--- src/hw/osc_pkg.sv ---
// Constants and types of the internal oscillator clock selector
package osc_pkg;

    // ------------------------------------------------------------
    // Timing
    // ------------------------------------------------------------
    localparam int unsigned CLK_KHZ     = 200000;
    localparam int unsigned LF_KHZ      = 31;
    localparam int unsigned MF_HI_KHZ   = 500;
    localparam logic [3:0]  MF_LO_TERM  = 4'hF;
    localparam logic [1:0]  BOOT_CYCLES = 2'h3;
    localparam int unsigned TRIM_SHIFT  = 9;

    // ------------------------------------------------------------
    // Register map and fields
    // ------------------------------------------------------------
    localparam logic [7:0] ADR_CTRL = 8'h00;
    localparam logic [7:0] ADR_FREQ = 8'h04;
    localparam logic [7:0] ADR_TRIM = 8'h08;
    localparam logic [7:0] ADR_STAT = 8'h0C;
    localparam int unsigned CTRL_NEW_OSC_LSB = 0;
    localparam int unsigned CTRL_CLK_DIV_LSB = 4;
    localparam logic [3:0]  CLK_DIV_MAX      = 4'h9;

    // ------------------------------------------------------------
    // Source and frequency codes
    // ------------------------------------------------------------
    localparam logic [2:0] SRC_HF_PLL = 3'h0;
    localparam logic [2:0] SRC_LF     = 3'h5;
    localparam logic [2:0] SRC_HF     = 3'h6;
    localparam logic [2:0] FRQ_1M     = 3'h0;
    localparam logic [2:0] FRQ_8M     = 3'h3;
    localparam logic [2:0] FRQ_12M    = 3'h4;
    localparam logic [2:0] FRQ_16M    = 3'h5;
    localparam logic [2:0] FRQ_32M    = 3'h6;

    typedef struct packed {
        logic [21:0] rsvd_hi;
        logic        pll_ok;
        logic        busy;
        logic [3:0]  clock_divider_select;
        logic        rsvd_lo;
        logic [2:0]  src;
    } status_s;

    // Phase increment of a 32-bit accumulator for a rate in kHz
    function automatic logic [31:0] nco_inc(input int unsigned khz);
        logic [63:0] t;
        t = 64'(khz) << 32;
        t = t / 64'(CLK_KHZ);
        return t[31:0];
    endfunction

    // Oscillator rate in MHz per frequency code
    function automatic logic [5:0] hf_mhz(input logic [2:0] code);
        case (code)
            3'h0:    return 6'h01;
            3'h1:    return 6'h02;
            3'h2:    return 6'h04;
            3'h3:    return 6'h08;
            3'h4:    return 6'h0C;
            3'h5:    return 6'h10;
            3'h6:    return 6'h20;
            default: return 6'h01;
        endcase
    endfunction

endpackage

--- src/hw/osc_clock_select.sv ---
// Internal oscillator block: sources, dividers, switchover, pins
// Behaviour
// [RL1] Reset strap picks boot clock: 110 is 1 MHz, 000 is 32 MHz
// [RL2] Software write of new source select switches clock while running
// [RL3] Internal mode frees input pin; output pin is GPIO or clock out
// [RL4] Output pin role set only by clock-out enable configuration bit
// [RL5] Two oscillators: high rate up to 32 MHz, low rate 31 kHz
// [RL6] High oscillator rate follows software frequency select field
// [RL7] High oscillator output divided 1:1 up to 1:512 by divider field
// [RL8] Fixed 500 kHz and 31.25 kHz derived, adapting to every setting
// [RL9] Fixed mid clocks never drive system clock, only peripherals
// [RL10] Doubler fed by high oscillator at 8, 12 or 16 MHz only
// [RL11] Software trim value shifts high oscillator around its setting
// [RL12] Switch only once new source is stable, with no short pulses
module osc_clock_select #(
    parameter int unsigned STABLE_TICKS = 8
) (
    // Clock and reset
    input  wire logic        clk_i,
    input  wire logic        rst_i,
    // Wishbone slave
    input  wire logic        wb_cyc_i,
    input  wire logic        wb_stb_i,
    input  wire logic        wb_we_i,
    input  wire logic [7:0]  wb_adr_i,
    input  wire logic [3:0]  wb_sel_i,
    input  wire logic [31:0] wb_dat_i,
    output logic      [31:0] wb_dat_o,
    output logic             wb_ack_o,
    // Configuration words
    input  wire logic [2:0]  reset_oscillator_select_i,
    input  wire logic        clock_out_pin_enable_i,
    // Oscillator pins
    input  wire logic        osc_out_gpio_i,
    input  wire logic        osc_out_gpio_oe_i,
    output logic             osc_in_gpio_o,
    output logic             osc_out_is_clk_o,
    output logic             osc_out_pin_o,
    output logic             osc_out_oe_o,
    output logic             internal_oscillator_mode_o,
    // Clock enables
    output logic             sys_clk_en_o,
    output logic             mf_500k_en_o,
    output logic             mf_31k_en_o
);

    if (STABLE_TICKS < 1 || STABLE_TICKS > 255) begin
        $error("STABLE_TICKS out of range");
    end

    localparam logic [7:0] STAB_LAST = 8'(STABLE_TICKS - 1);
    localparam logic [31:0] LF_INC =
        osc_pkg::nco_inc(osc_pkg::LF_KHZ);

    typedef enum logic [2:0] {
        ST_BOOT = 3'b001,
        ST_RUN  = 3'b010,
        ST_WAIT = 3'b100
    } state_e;

    // ------------------------------------------------------------
    // Configuration synchroniser
    // ------------------------------------------------------------
    logic [3:0] cfg_meta_reg;
    logic [3:0] cfg_sync_reg;

    always_ff @(posedge clk_i) begin
        if (rst_i) begin
            cfg_meta_reg <= 4'h0;
            cfg_sync_reg <= 4'h0;
        end else begin
            cfg_meta_reg <= {clock_out_pin_enable_i,
                             reset_oscillator_select_i};
            cfg_sync_reg <= cfg_meta_reg;
        end
    end

    logic [2:0] boot_src;
    logic [2:0] boot_frq;
    logic       clkout_en;

    always_comb begin
        case (cfg_sync_reg[2:0])
            osc_pkg::SRC_HF_PLL: boot_src = osc_pkg::SRC_HF_PLL; // RL1
            osc_pkg::SRC_LF:     boot_src = osc_pkg::SRC_LF;
            default:             boot_src = osc_pkg::SRC_HF;     // RL1
        endcase
        boot_frq = (cfg_sync_reg[2:0] == osc_pkg::SRC_HF_PLL) ?
                   osc_pkg::FRQ_16M : osc_pkg::FRQ_1M;           // RL1
        clkout_en = cfg_sync_reg[3];
    end

    // ------------------------------------------------------------
    // Registers
    // ------------------------------------------------------------
    state_e      state_reg;
    logic [1:0]  boot_cnt_reg;
    logic [2:0]  cur_src_reg;
    logic [7:0]  stab_cnt_reg;
    logic [2:0]  new_oscillator_select_reg;
    logic [3:0]  clock_divider_select_reg;
    logic [3:0]  div_wr;
    logic [2:0]  frq_reg;
    logic [5:0]  trim_reg;
    logic        boot_load;
    logic        bus_req;
    logic        bus_wr;
    logic        pll_ok;

    assign boot_load = (state_reg == ST_BOOT) &&
                       (boot_cnt_reg == osc_pkg::BOOT_CYCLES);
    assign bus_req   = wb_cyc_i && wb_stb_i && !wb_ack_o;
    assign bus_wr    = bus_req && wb_we_i && wb_sel_i[0];
    assign div_wr    = wb_dat_i[osc_pkg::CTRL_CLK_DIV_LSB +: 4];

    always_ff @(posedge clk_i) begin
        if (rst_i) begin
            new_oscillator_select_reg <= osc_pkg::SRC_HF;
            clock_divider_select_reg  <= 4'h0;
            frq_reg                   <= osc_pkg::FRQ_1M;
            trim_reg                  <= 6'h00;
        end else if (boot_load) begin
            new_oscillator_select_reg <= boot_src;               // RL1
            frq_reg                   <= boot_frq;
        end else if (bus_wr) begin
            case (wb_adr_i)
                osc_pkg::ADR_CTRL: begin
                    new_oscillator_select_reg <=
                        wb_dat_i[osc_pkg::CTRL_NEW_OSC_LSB +: 3]; // RL2
                    clock_divider_select_reg <=
                        (div_wr > osc_pkg::CLK_DIV_MAX) ?
                        osc_pkg::CLK_DIV_MAX : div_wr;           // RL7
                end
                osc_pkg::ADR_FREQ: frq_reg  <= wb_dat_i[2:0];   // RL6
                osc_pkg::ADR_TRIM: trim_reg <= wb_dat_i[5:0];   // RL11
                default: ;
            endcase
        end
    end

    // ------------------------------------------------------------
    // Oscillators as phase accumulators
    // ------------------------------------------------------------
    logic [31:0]        base_inc;
    logic signed [29:0] trim_delta;
    logic [31:0]        hf_inc;
    logic [31:0]        hf_acc_reg;
    logic [31:0]        pll_acc_reg;
    logic [31:0]        lf_acc_reg;
    logic               hf_tick_reg;
    logic               pll_tick_reg;
    logic               lf_tick_reg;

    always_comb begin
        case (frq_reg)                                           // RL6
            3'h0:    base_inc = osc_pkg::nco_inc(1000);
            3'h1:    base_inc = osc_pkg::nco_inc(2000);
            3'h2:    base_inc = osc_pkg::nco_inc(4000);
            3'h3:    base_inc = osc_pkg::nco_inc(8000);
            3'h4:    base_inc = osc_pkg::nco_inc(12000);
            3'h5:    base_inc = osc_pkg::nco_inc(16000);
            3'h6:    base_inc = osc_pkg::nco_inc(32000);
            default: base_inc = osc_pkg::nco_inc(1000);
        endcase
    end

    assign trim_delta = $signed({1'b0,
                        base_inc[31:osc_pkg::TRIM_SHIFT]}) *
                        $signed(trim_reg);                       // RL11
    assign hf_inc = base_inc + 32'(trim_delta);                  // RL11
    assign pll_ok = (frq_reg == osc_pkg::FRQ_8M)  ||
                    (frq_reg == osc_pkg::FRQ_12M) ||
                    (frq_reg == osc_pkg::FRQ_16M);               // RL10

    always_ff @(posedge clk_i) begin
        if (rst_i) begin
            hf_acc_reg  <= 32'h0000_0000;
            hf_tick_reg <= 1'b0;
        end else begin
            {hf_tick_reg, hf_acc_reg} <=
                {1'b0, hf_acc_reg} + {1'b0, hf_inc};             // RL5
        end
    end

    always_ff @(posedge clk_i) begin
        if (rst_i || !pll_ok) begin
            pll_acc_reg  <= 32'h0000_0000;
            pll_tick_reg <= 1'b0;
        end else begin
            {pll_tick_reg, pll_acc_reg} <=
                {1'b0, pll_acc_reg} + {hf_inc, 1'b0};            // RL10
        end
    end

    always_ff @(posedge clk_i) begin
        if (rst_i) begin
            lf_acc_reg  <= 32'h0000_0000;
            lf_tick_reg <= 1'b0;
        end else begin
            {lf_tick_reg, lf_acc_reg} <=
                {1'b0, lf_acc_reg} + {1'b0, LF_INC};             // RL5
        end
    end

    // Source mux; mid clocks have no path here
    function automatic logic src_tick(input logic [2:0] src);
        case (src)                                               // RL9
            osc_pkg::SRC_HF_PLL: return pll_tick_reg;
            osc_pkg::SRC_LF:     return lf_tick_reg;
            default:             return hf_tick_reg;
        endcase
    endfunction

    function automatic logic src_valid(input logic [2:0] src);
        return (src == osc_pkg::SRC_HF_PLL) ||
               (src == osc_pkg::SRC_LF) || (src == osc_pkg::SRC_HF);
    endfunction

    // ------------------------------------------------------------
    // Switchover control
    // ------------------------------------------------------------
    logic new_tick;
    logic cur_tick;
    logic new_ready;
    logic switch_now;

    // Function reads tick flops, so evaluate where they are sensed
    always_comb begin
        new_tick = src_tick(new_oscillator_select_reg);
        cur_tick = src_tick(cur_src_reg);
    end

    assign new_ready  = (new_oscillator_select_reg != osc_pkg::SRC_HF_PLL) ||
                        pll_ok;
    assign switch_now = (state_reg == ST_WAIT) && new_tick &&
                        new_ready && (stab_cnt_reg == STAB_LAST);

    always_ff @(posedge clk_i) begin
        if (rst_i) begin
            state_reg    <= ST_BOOT;
            boot_cnt_reg <= 2'h0;
            cur_src_reg  <= osc_pkg::SRC_HF;
            stab_cnt_reg <= 8'h00;
        end else begin
            case (state_reg)
                ST_BOOT: begin
                    boot_cnt_reg <= boot_cnt_reg + 2'h1;
                    if (boot_load) begin
                        cur_src_reg <= boot_src;                 // RL1
                        state_reg   <= ST_RUN;
                    end
                end
                ST_RUN: begin
                    stab_cnt_reg <= 8'h00;
                    if (new_oscillator_select_reg != cur_src_reg &&
                        src_valid(new_oscillator_select_reg)) begin
                        state_reg <= ST_WAIT;                    // RL2
                    end
                end
                ST_WAIT: begin
                    if (new_oscillator_select_reg == cur_src_reg ||
                        !src_valid(new_oscillator_select_reg)) begin
                        state_reg <= ST_RUN;
                    end else if (switch_now) begin
                        cur_src_reg <= new_oscillator_select_reg; // RL12
                        state_reg   <= ST_RUN;
                    end else if (new_tick && new_ready) begin
                        stab_cnt_reg <= stab_cnt_reg + 8'h01;    // RL12
                    end
                end
                default: state_reg <= ST_BOOT;
            endcase
        end
    end

    // ------------------------------------------------------------
    // System clock post-divider
    // ------------------------------------------------------------
    logic [9:0] div_cnt_reg;
    logic [9:0] div_term;
    logic       div_hit;

    assign div_term = 10'((11'h001 << clock_divider_select_reg) -
                          11'h001);                              // RL7
    assign div_hit  = cur_tick && (div_cnt_reg >= div_term);

    always_ff @(posedge clk_i) begin
        if (rst_i || state_reg == ST_BOOT || switch_now) begin
            div_cnt_reg  <= 10'h000;                             // RL12
            sys_clk_en_o <= 1'b0;
        end else begin
            sys_clk_en_o <= div_hit;                             // RL7
            if (div_hit) begin
                div_cnt_reg <= 10'h000;
            end else if (cur_tick) begin
                div_cnt_reg <= div_cnt_reg + 10'h001;
            end
        end
    end

    // ------------------------------------------------------------
    // Fixed mid-frequency clocks
    // ------------------------------------------------------------
    logic [5:0] mf_cnt_reg;
    logic [5:0] mf_term;
    logic [3:0] mf_lo_reg;
    logic       mf_hit;

    // Seven bits hold twice the top rate without wrapping
    assign mf_term = 6'(({1'b0, osc_pkg::hf_mhz(frq_reg)} *
                     7'(1000 / osc_pkg::MF_HI_KHZ)) - 7'h01);   // RL8
    assign mf_hit  = hf_tick_reg && (mf_cnt_reg >= mf_term);     // RL8

    always_ff @(posedge clk_i) begin
        if (rst_i) begin
            mf_cnt_reg   <= 6'h00;
            mf_lo_reg    <= 4'h0;
            mf_500k_en_o <= 1'b0;
            mf_31k_en_o  <= 1'b0;
        end else begin
            mf_500k_en_o <= mf_hit;                              // RL8
            mf_31k_en_o  <= mf_hit &&
                            (mf_lo_reg == osc_pkg::MF_LO_TERM);  // RL8
            if (mf_hit) begin
                mf_cnt_reg <= 6'h00;
                mf_lo_reg  <= mf_lo_reg + 4'h1;
            end else if (hf_tick_reg) begin
                mf_cnt_reg <= mf_cnt_reg + 6'h01;
            end
        end
    end

    // ------------------------------------------------------------
    // Oscillator pins
    // ------------------------------------------------------------
    logic [1:0] co_cnt_reg;

    always_ff @(posedge clk_i) begin
        if (rst_i) begin
            co_cnt_reg                 <= 2'h0;
            osc_in_gpio_o              <= 1'b0;
            internal_oscillator_mode_o <= 1'b0;
            osc_out_is_clk_o           <= 1'b0;
            osc_out_pin_o              <= 1'b0;
            osc_out_oe_o               <= 1'b0;
        end else begin
            if (sys_clk_en_o) begin
                co_cnt_reg <= co_cnt_reg + 2'h1;
            end
            internal_oscillator_mode_o <= (state_reg != ST_BOOT);
            osc_in_gpio_o    <= (state_reg != ST_BOOT);          // RL3
            osc_out_is_clk_o <= clkout_en;                       // RL4
            osc_out_pin_o    <= clkout_en ? co_cnt_reg[1] :
                                osc_out_gpio_i;                  // RL3
            osc_out_oe_o     <= clkout_en | osc_out_gpio_oe_i;   // RL4
        end
    end

    // ------------------------------------------------------------
    // Wishbone answer
    // ------------------------------------------------------------
    osc_pkg::status_s stat;

    always_comb begin
        stat         = '0;
        stat.pll_ok  = pll_ok;
        stat.busy    = (state_reg != ST_RUN);
        stat.clock_divider_select = clock_divider_select_reg;
        stat.src     = cur_src_reg;
    end

    always_ff @(posedge clk_i) begin
        if (rst_i) begin
            wb_ack_o <= 1'b0;
            wb_dat_o <= 32'h0000_0000;
        end else begin
            wb_ack_o <= bus_req;
            if (bus_req) begin
                case (wb_adr_i)
                    osc_pkg::ADR_CTRL: wb_dat_o <= {24'h00_0000,
                                           clock_divider_select_reg, 1'b0,
                                           new_oscillator_select_reg};
                    osc_pkg::ADR_FREQ: wb_dat_o <= {29'h0, frq_reg};
                    osc_pkg::ADR_TRIM: wb_dat_o <= {26'h0, trim_reg};
                    osc_pkg::ADR_STAT: wb_dat_o <= stat;
                    default:           wb_dat_o <= 32'h0000_0000;
                endcase
            end
        end
    end

    // ------------------------------------------------------------
    // Assertions
    // ------------------------------------------------------------
    boot_source_a: assert property (@(posedge clk_i) disable iff (rst_i)
        boot_load |=> cur_src_reg == $past(boot_src)) // RL1
        else $error("boot source not taken from strap");

    run_switch_a: assert property (@(posedge clk_i) disable iff (rst_i)
        bus_wr && wb_adr_i == osc_pkg::ADR_CTRL && state_reg == ST_RUN
        && wb_dat_i[2:0] == osc_pkg::SRC_LF && cur_src_reg !=
        osc_pkg::SRC_LF |=> ##1 state_reg == ST_WAIT) // RL2
        else $error("run-time source write not acted on");

    pin_role_a: assert property (@(posedge clk_i) disable iff (rst_i)
        osc_out_is_clk_o |-> osc_out_oe_o && $past(clkout_en)) // RL4
        else $error("output pin role not from enable bit");

    in_pin_free_a: assert property (@(posedge clk_i) disable iff (rst_i)
        state_reg == ST_RUN |=> osc_in_gpio_o) // RL3
        else $error("input pin not released");

    div_bound_a: assert property (@(posedge clk_i) disable iff (rst_i)
        div_cnt_reg <= 10'h1FF) // RL7
        else $error("post-divider count beyond range");

    mf_nest_a: assert property (@(posedge clk_i) disable iff (rst_i)
        mf_31k_en_o |-> mf_500k_en_o) // RL8
        else $error("low mid clock not aligned to high mid clock");

    sys_source_a: assert property (@(posedge clk_i) disable iff (rst_i)
        src_valid(cur_src_reg)) // RL9
        else $error("system clock on a non-oscillator source");

    pll_input_a: assert property (@(posedge clk_i) disable iff (rst_i)
        pll_tick_reg |-> $past(pll_ok)) // RL10
        else $error("doubler ran on unsupported input");

    clean_switch_a: assert property (@(posedge clk_i)
        disable iff (rst_i)
        $changed(cur_src_reg) && !$past(boot_load) |->
        $past(stab_cnt_reg) == STAB_LAST && !sys_clk_en_o) // RL12
        else $error("switch before source stable or mid pulse");

endmodule

--- config.mk ---
export PLATFORM = sky130hd
export DESIGN_NAME = osc_clock_select
export DESIGN_NICKNAME = d
export VERILOG_FILES = /design/src/hw/osc_pkg.sv /design/src/hw/osc_clock_select.sv
export SDC_FILE = /design/constraint.sdc
export NUM_CORES = 1
export LEC_CHECK = 0
export ABC_CLOCK_PERIOD_IN_PS = 8600
export BUFFER_PORTS_ARGS = -buffer_cell sky130_fd_sc_hd__buf_2
export CAP_MARGIN = 5
export CORE_MARGIN = 10
export CORE_UTILIZATION = 55
export DETAILED_ROUTE_END_ITERATION = 12
export MAX_ROUTING_LAYER = met4
export PLACE_DENSITY = 0.76
export REMOVE_ABC_BUFFERS = 1
export SKIP_LAST_GASP = 1
export SLEW_MARGIN = 20
export SYNTH_ARGS = -nofsm -noshare
export SYNTH_HDL_FRONTEND = slang
export SYNTH_SLANG_ARGS = --single-unit
--- constraint.sdc ---
create_clock -name clk_i -period 8.6 [get_ports clk_i]
set_clock_uncertainty 0.1 [all_clocks]
set_input_delay 0 -clock clk_i [delete_from_list [all_inputs] [get_ports clk_i]]
set_output_delay 0 -clock clk_i [all_outputs]
set_load 0.02 [all_outputs]
==> results of run 1 <==
-- logic make-up after synthesis --
| logic type | after synthesis |
|---|---|
| compound gates | 416 |
| xor+xnor | 140 |
| fa+ha+maj | 265 |
| buf+inv | 164 |
| flops | 178 |
| mux | 30 |
| other cells | 1 |
| simple gates | 671 |
-- where the power goes --
| group | internal [W] | switching (W) | total [W] |
|---|---|---|---|
| sequential | 0.000901 | 0.0000499 | 0.000951 |
| combinational | 0.000386 | 0.000508 | 0.000894 |
| clock | 0.000387 | 0.000403 | 0.000789 |
-- metal layers --
| metal | wire length (µm) | vias to the layer above | GRT usage |
|---|---|---|---|
| li1 | - | 6709 | - |
| met1 | 17000 | 6711 | 0.262 |
| met2 | 20100 | 355 | 0.378 |
| met3 | 1880 | 65 | 0.0276 |
| met4 | 814 | 0 | 0.0595 |
| met5 | 0 | - | - |
-- per-stage QoR --
stage               total power, W  TNS, ps
CTS                        0.00257        0
detailed placement         0.00178     -615
global placement           0.00175        0
global route               0.00279     -829
floorplan                  0.00155    -1120
finish                     0.00263        0
-- worst paths after layout --
| check | start | to | slack (ps) | cells past startpoint |
|---|---|---|---|---|
| setup reg to reg | frq_reg[0]$_SDFFE_PP0P_ | hf_acc_reg[30]$_SDFF_PP0_ | 290 | 40 |
| hold reg to reg | cfg_meta_reg[2]$_SDFF_PP0_ | cfg_sync_reg[2]$_SDFF_PP0_ | 340 | 1 |
| setup / recovery | frq_reg[0]$_SDFFE_PP0P_ | hf_acc_reg[30]$_SDFF_PP0_ | 290 | 40 |
| hold / removal | wb_adr_i[6] | wb_dat_o[6]$_SDFFE_PP0P_ | 30 | 5 |
-- cell type report --
type	instances	share of cell area
well taps	384	0.0262
inverters	77	0.0158
clock buffers	18	0.0234
multi-input cells	1544	0.658
repair buffers	181	0.0741
flip-flops and latches	178	0.195
diodes	2	0.000273
clock inverters	14	0.00764
-- worst max-delay path: cells and delay by family (launching register included) --
family                   cells  cell delay, ps
XOR/XNOR                     4             720
adder cells (fa/ha/maj)      7            2940
buffers and inverters        7             670
AND/OR/NAND/NOR              6             560
AO/OA/AOI/OAI               16            2760
flip-flops                   1             400
-- timing repair --
action / in CTS / in global routing
setup endpoints to repair: 11 / 25
gates cloned: 0 / 1
hold endpoints to repair: 42 / 0
gates resized for setup: 11 / 109
buffers inserted: 0 / 30
pin swaps: 0 / 53
hold buffers: 32 / 0
-- cells in the final DEF, fill, tap and decap left out, types with 7 or more instances in the layout --
cell	instances
a211oi_1	11
a21o_1	55
a21oi_1	107
a21oi_2	13
a22oi_1	7
a31oi_1	12
and2_1	73
and3_1	21
buf_2	45
buf_4	95
buf_6	8
clkbuf_16	17
conb_1	22
dfxtp_1	175
dlygate4sd3_1	32
fa_1	78
ha_1	177
inv_1	72
mux2i_1	20
nand2_1	112
nand2b_1	25
nand3_1	33
nand3b_1	9
nand4_1	20
nor2_1	221
nor2b_1	73
nor3_1	21
o211ai_1	8
o21a_1	18
o21ai_0	71
o21ai_1	14
o21bai_1	16
o31ai_1	7
or3_1	14
xnor2_1	73
xor2_1	62
==> impl_metrics.yaml, run 1 <==
placed_design:
  pre_cts_ws_ps: -162
  dpl.hpwl_um: 28600
  io_buffer_count: 46
  dp.cells: 2301
  gp_congestion: 0.940
  placed_area_um2: 16800
timing:
  hold_viol: 0
  setup_viol: 0
  fin_crit_ps: 8310
  holdWs_ps: 28.1
  rsz0062_at_grt: "true"
  slew-limit-headroom: 0.305
  worst_slew_pin_slew_ps: 1040
  min_period_over_period: 0.966
  max_clock_freq_mhz: 120
  final.setup.worst_slack_ps: 289
  slew_viol_final: 0
finish:
  layoutNonFillerInstCount: 2398
  finish.instance_area_um2: 18300
  multi_input_comb_area_um2: 12100
  final_nets: 2319
  fillers: 2390
  post-route-util: 0.643
  synthToLayoutAreaGrowth_pct: 15.8
  drive_gt1_frac: 0.143
  seq_area_um2: 3570
synthesis:
  yosysMostFrequentCell: "nor2_1"
  synthXorXnorAreaFrac: 0.0774
  synth.area.mux_share: 0.0218
  synth_top_family_by_area: "adder cells"
  syn_area_um2: 15800
  seq_area_frac_synth: 0.225
  synth_cell_types: 79
  synth-simple-area-share: 0.211
  synth_cells: 1865
  synth_ff_type: "dfxtp_1"
  synth-compound-area-share: 0.172
  synth-seq-cells: 178
  ys_warn_count: 0
  synthArstFlopShare: 0
  synth_top_area_cell: "dfxtp_1"
  synth_edf_count: 0
  ys_top_cells_by_area: "dfxtp_1 22%, ha_1 15%, fa_1 10%"
  synthAdderAreaFrac: 0.247
  synth_top_area_frac: 0.225
  synth_commonest_cells: "226 x nor2_1, 185 x ha_1, 178 x dfxtp_1"
  avgSynthCellArea_um2: 8.50
drt:
  wl_um: 39800
  avgViaCountPerCell: 5.77
  drtIter0Drc: 843
  drcViolationCount: 0
  ant_nets: 0
  vias: 13800
  dr.pass1.iters: 5
  routedWlPerCell_um: 16.6
clock_tree:
  clock_latency_ps: 450
  cts.sinks: 178
  path_clk_slew_ps: 90
  cts_buffer_depth: 2
  clock-root-buffer: "clkbuf_16"
  htree_levels: 4
  cts_tree: "yes"
  cts_buffers: 17
floorplan:
  start_util: 0.555
  die_width_um: 190
  ios: 96
  die_y_um: 190
  fp-row-count: 62
  core_um2: 28500
  dieArea_um2: 36000
global_routing:
  grt_use_total: 0.218
  antenna_found_initial: 2
  grt-ovfl-total: 0
  first_global_vias: 13600
  grt_max_degree: 84
  grt_first_pass_wirelength_um: 64400
worst_setup_path:
  required_ps: 8800
  crit_slowest_cell: "fa_1"
  worst_path_most_repeated_cell: "fa_1"
  endpoint_kind: "register"
  path_max_fanout: 6
  worstSetupStartpointType: "register"
  arrival_ps: 8510
  crit_type: "register to register"
  slowest_delay_ps: 530
pwr:
  p_per_area_nw_per_um2: 144
  cellLeakagePower_nw: 8.67
  ir_drop_v: 0.000136
worst_hold_path:
  min_path_type: "input port to register"
run:
  max-cap-violations: 0
status:
  status: "finished, final reports clean"
Power figures use the tool's default switching activity.
==> run 2, diff against run 1 <==
--- a/config.mk
+++ b/config.mk
@@ -5,14 +5,16 @@
 export SDC_FILE = /design/constraint.sdc
 export NUM_CORES = 1
 export LEC_CHECK = 0
-export ABC_CLOCK_PERIOD_IN_PS = 8600
-export BUFFER_PORTS_ARGS = -buffer_cell sky130_fd_sc_hd__buf_2
+export ABC_CLOCK_PERIOD_IN_PS = 7480
+export BUFFER_PORTS_ARGS = -buffer_cell sky130_fd_sc_hd__buf_4
 export CAP_MARGIN = 5
+export CELL_PAD_IN_SITES_DETAIL_PLACEMENT = 0
+export CELL_PAD_IN_SITES_GLOBAL_PLACEMENT = 2
 export CORE_MARGIN = 10
-export CORE_UTILIZATION = 55
+export CORE_UTILIZATION = 35
 export DETAILED_ROUTE_END_ITERATION = 12
 export MAX_ROUTING_LAYER = met4
-export PLACE_DENSITY = 0.76
+export PLACE_DENSITY_LB_ADDON = 0.1
 export REMOVE_ABC_BUFFERS = 1
 export SKIP_LAST_GASP = 1
 export SLEW_MARGIN = 20
==> constraint.sdc (replaced) <==
create_clock -name clk_i -period 7.48 [get_ports clk_i]
set_clock_uncertainty 0.1 [all_clocks]
set_input_delay 0 -clock clk_i [delete_from_list [all_inputs] [get_ports clk_i]]
set_output_delay 0 -clock clk_i [all_outputs]
set_load 0.02 [all_outputs]
==> impl_metrics.yaml, run 2 (same netlist as run 1, synthesis figures left out) <==
global_routing:
  antenna_found_initial: 0
  grt_first_pass_wirelength_um: 76600
  grt-ovfl-total: 0
  grt_max_degree: 50
  first_global_vias: 15000
  grt_use_total: 0.181
worst_setup_path:
  endpoint_kind: "register"
  crit_start: "frq_reg[1]$_SDFFE_PP0P_"
  crit_type: "register to register"
  arrival_ps: 8440
  endpoint: "pll_tick_reg$_SDFF_PP0_"
  r2r_end: "pll_tick_reg$_SDFF_PP0_"
  r2r_start: "frq_reg[1]$_SDFFE_PP0P_"
  crit_buf_inv: 8
  r2r_cells: 41
  crit_slowest_cell: "fa_1"
  slowest_delay_ps: 570
  cp_num_cells: 41
  path_max_fanout: 5
  required_ps: 7750
  r2r_slack_ps: -690
  path_delay_family: "adder cells"
  worstSetupStartpointType: "register"
finish:
  final_cell_mix: "437 x buf_4, 206 x nor2_1, 175 x dfxtp_1"
  finish.instance_area_um2: 22300
  num_antenna_cells: 0
  synthToLayoutAreaGrowth_pct: 41.0
  layout_commonest_cell: "buf_4"
  drive_gt1_frac: 0.320
  final_nets: 2641
  post-route-util: 0.502
  fillers: 4285
pwr:
  cellLeakagePower_nw: 10.4
  ir_drop_v: 0.000159
  p_per_area_nw_per_um2: 162
placed_design:
  gp_congestion: 0.848
  io_buffer_count: 46
  placed_area_um2: 19000
  dpl.hpwl_um: 35000
  pre_cts_ws_ps: -1370
floorplan:
  start_util: 0.356
  fp-row-count: 77
  ios: 96
  die_width_um: 233
  dieArea_um2: 54200
  core_um2: 44500
  die_y_um: 233
timing:
  hold_viol: 0
  slew_viol_final: 0
  final.setup.worst_slack_ps: -687
  holdWs_ps: 52.1
  slew-limit-headroom: 0.458
  worst_slew_pin_slew_ps: 812
  max_clock_freq_mhz: 122
  setup_viol: 27
  tns_ps: -11890
  fin_crit_ps: 8170
  rsz0062_at_grt: "true"
  min_period_over_period: 1.09
drt:
  routedWlPerCell_um: 16.1
  wl_met2_um: 23100
  wl_met3_um: 1190
  top_layer: "met4"
  avgViaCountPerCell: 4.96
  dr.pass1.iters: 5
  vias: 14500
  met1Wirelength_um: 21500
  drtIter0Drc: 611
  wl_um: 47100
  ant_nets: 0
  drcViolationCount: 0
clock_tree:
  cts.sinks: 178
  cts_buffers: 17
  htree_levels: 4
  clock-root-buffer: "clkbuf_16"
  clock_latency_ps: 490
  cts_buffer_depth: 2
  cts_tree: "yes"
  path_clk_slew_ps: 80
worst_hold_path:
  min_path_type: "input port to register"
status:
  status: "finished, violations left"
  violations: "setup timing"
run:
  max-cap-violations: 0
run 2: worst min-delay path, cell delays in order:
cell	delay [ps]
buf_4	90
nor4_4	50
nand2_1	120
nor2_1	100
a22oi_1	150
nor2_1	60
run 2: routing by layer:
metal  up-vias  global-route usage
met4         0              0.0647
met3        59              0.0270
met5         -                   -
met2       172               0.305
li1       7343                   -
met1      6943               0.216
run 2: worst min path at each step:
stage                            from                       end  depth (start not counted)
floorplan                       rst_i  lf_acc_reg[0]$_SDFF_PP0_                          1
global placement    osc_out_gpio_oe_i   osc_out_oe_o$_SDFF_PP0_                          3
detailed placement  osc_out_gpio_oe_i   osc_out_oe_o$_SDFF_PP0_                          3
CTS                       wb_adr_i[6]  wb_dat_o[3]$_SDFFE_PP0P_                          6
global route              wb_adr_i[6]  wb_dat_o[3]$_SDFFE_PP0P_                          6
finish                    wb_adr_i[6]  wb_dat_o[3]$_SDFFE_PP0P_                          6
run 2: layout make-up:
cell class	instances	area [µm²]	area share
well taps	592	741	0.0331
repair buffers	503	3990	0.178
clock inverters	12	171	0.00767
inverters	77	289	0.0129
clock buffers	19	443	0.0198
flip-flops and latches	178	3570	0.160
multi-input cells	1544	13100	0.588
run 2: repair_timing:
| item | CTS | global route |
|---|---|---|
| setup buffers | 90 | 25 |
| endpoints found under the hold margin | 58 | 0 |
| resized for setup | 190 | 140 |
| pin swaps | 136 | 101 |
| hold buffers | 31 | 0 |
| gates cloned | 0 | 0 |
| setup endpoints to repair | 38 | 50 |
run 2: metrics by stage:
stage          instances  power (W)
4_1_cts             2909    0.00352
2_1_floorplan       1799    0.00179
6_report            2925    0.00363
3_5_place_dp        2758    0.00231
3_3_place_gp        2758    0.00230
5_1_grt             2925    0.00386
run 2: report_power, final:
part / internal, W / leakage (nW) / switching, W
clock: 0.000540 / 0.298 / 0.000439
combinational: 0.000797 / 8.69 / 0.000752
sequential: 0.00104 / 1.45 / 0.0000659
total: 0.00237 / 10.4 / 0.00126
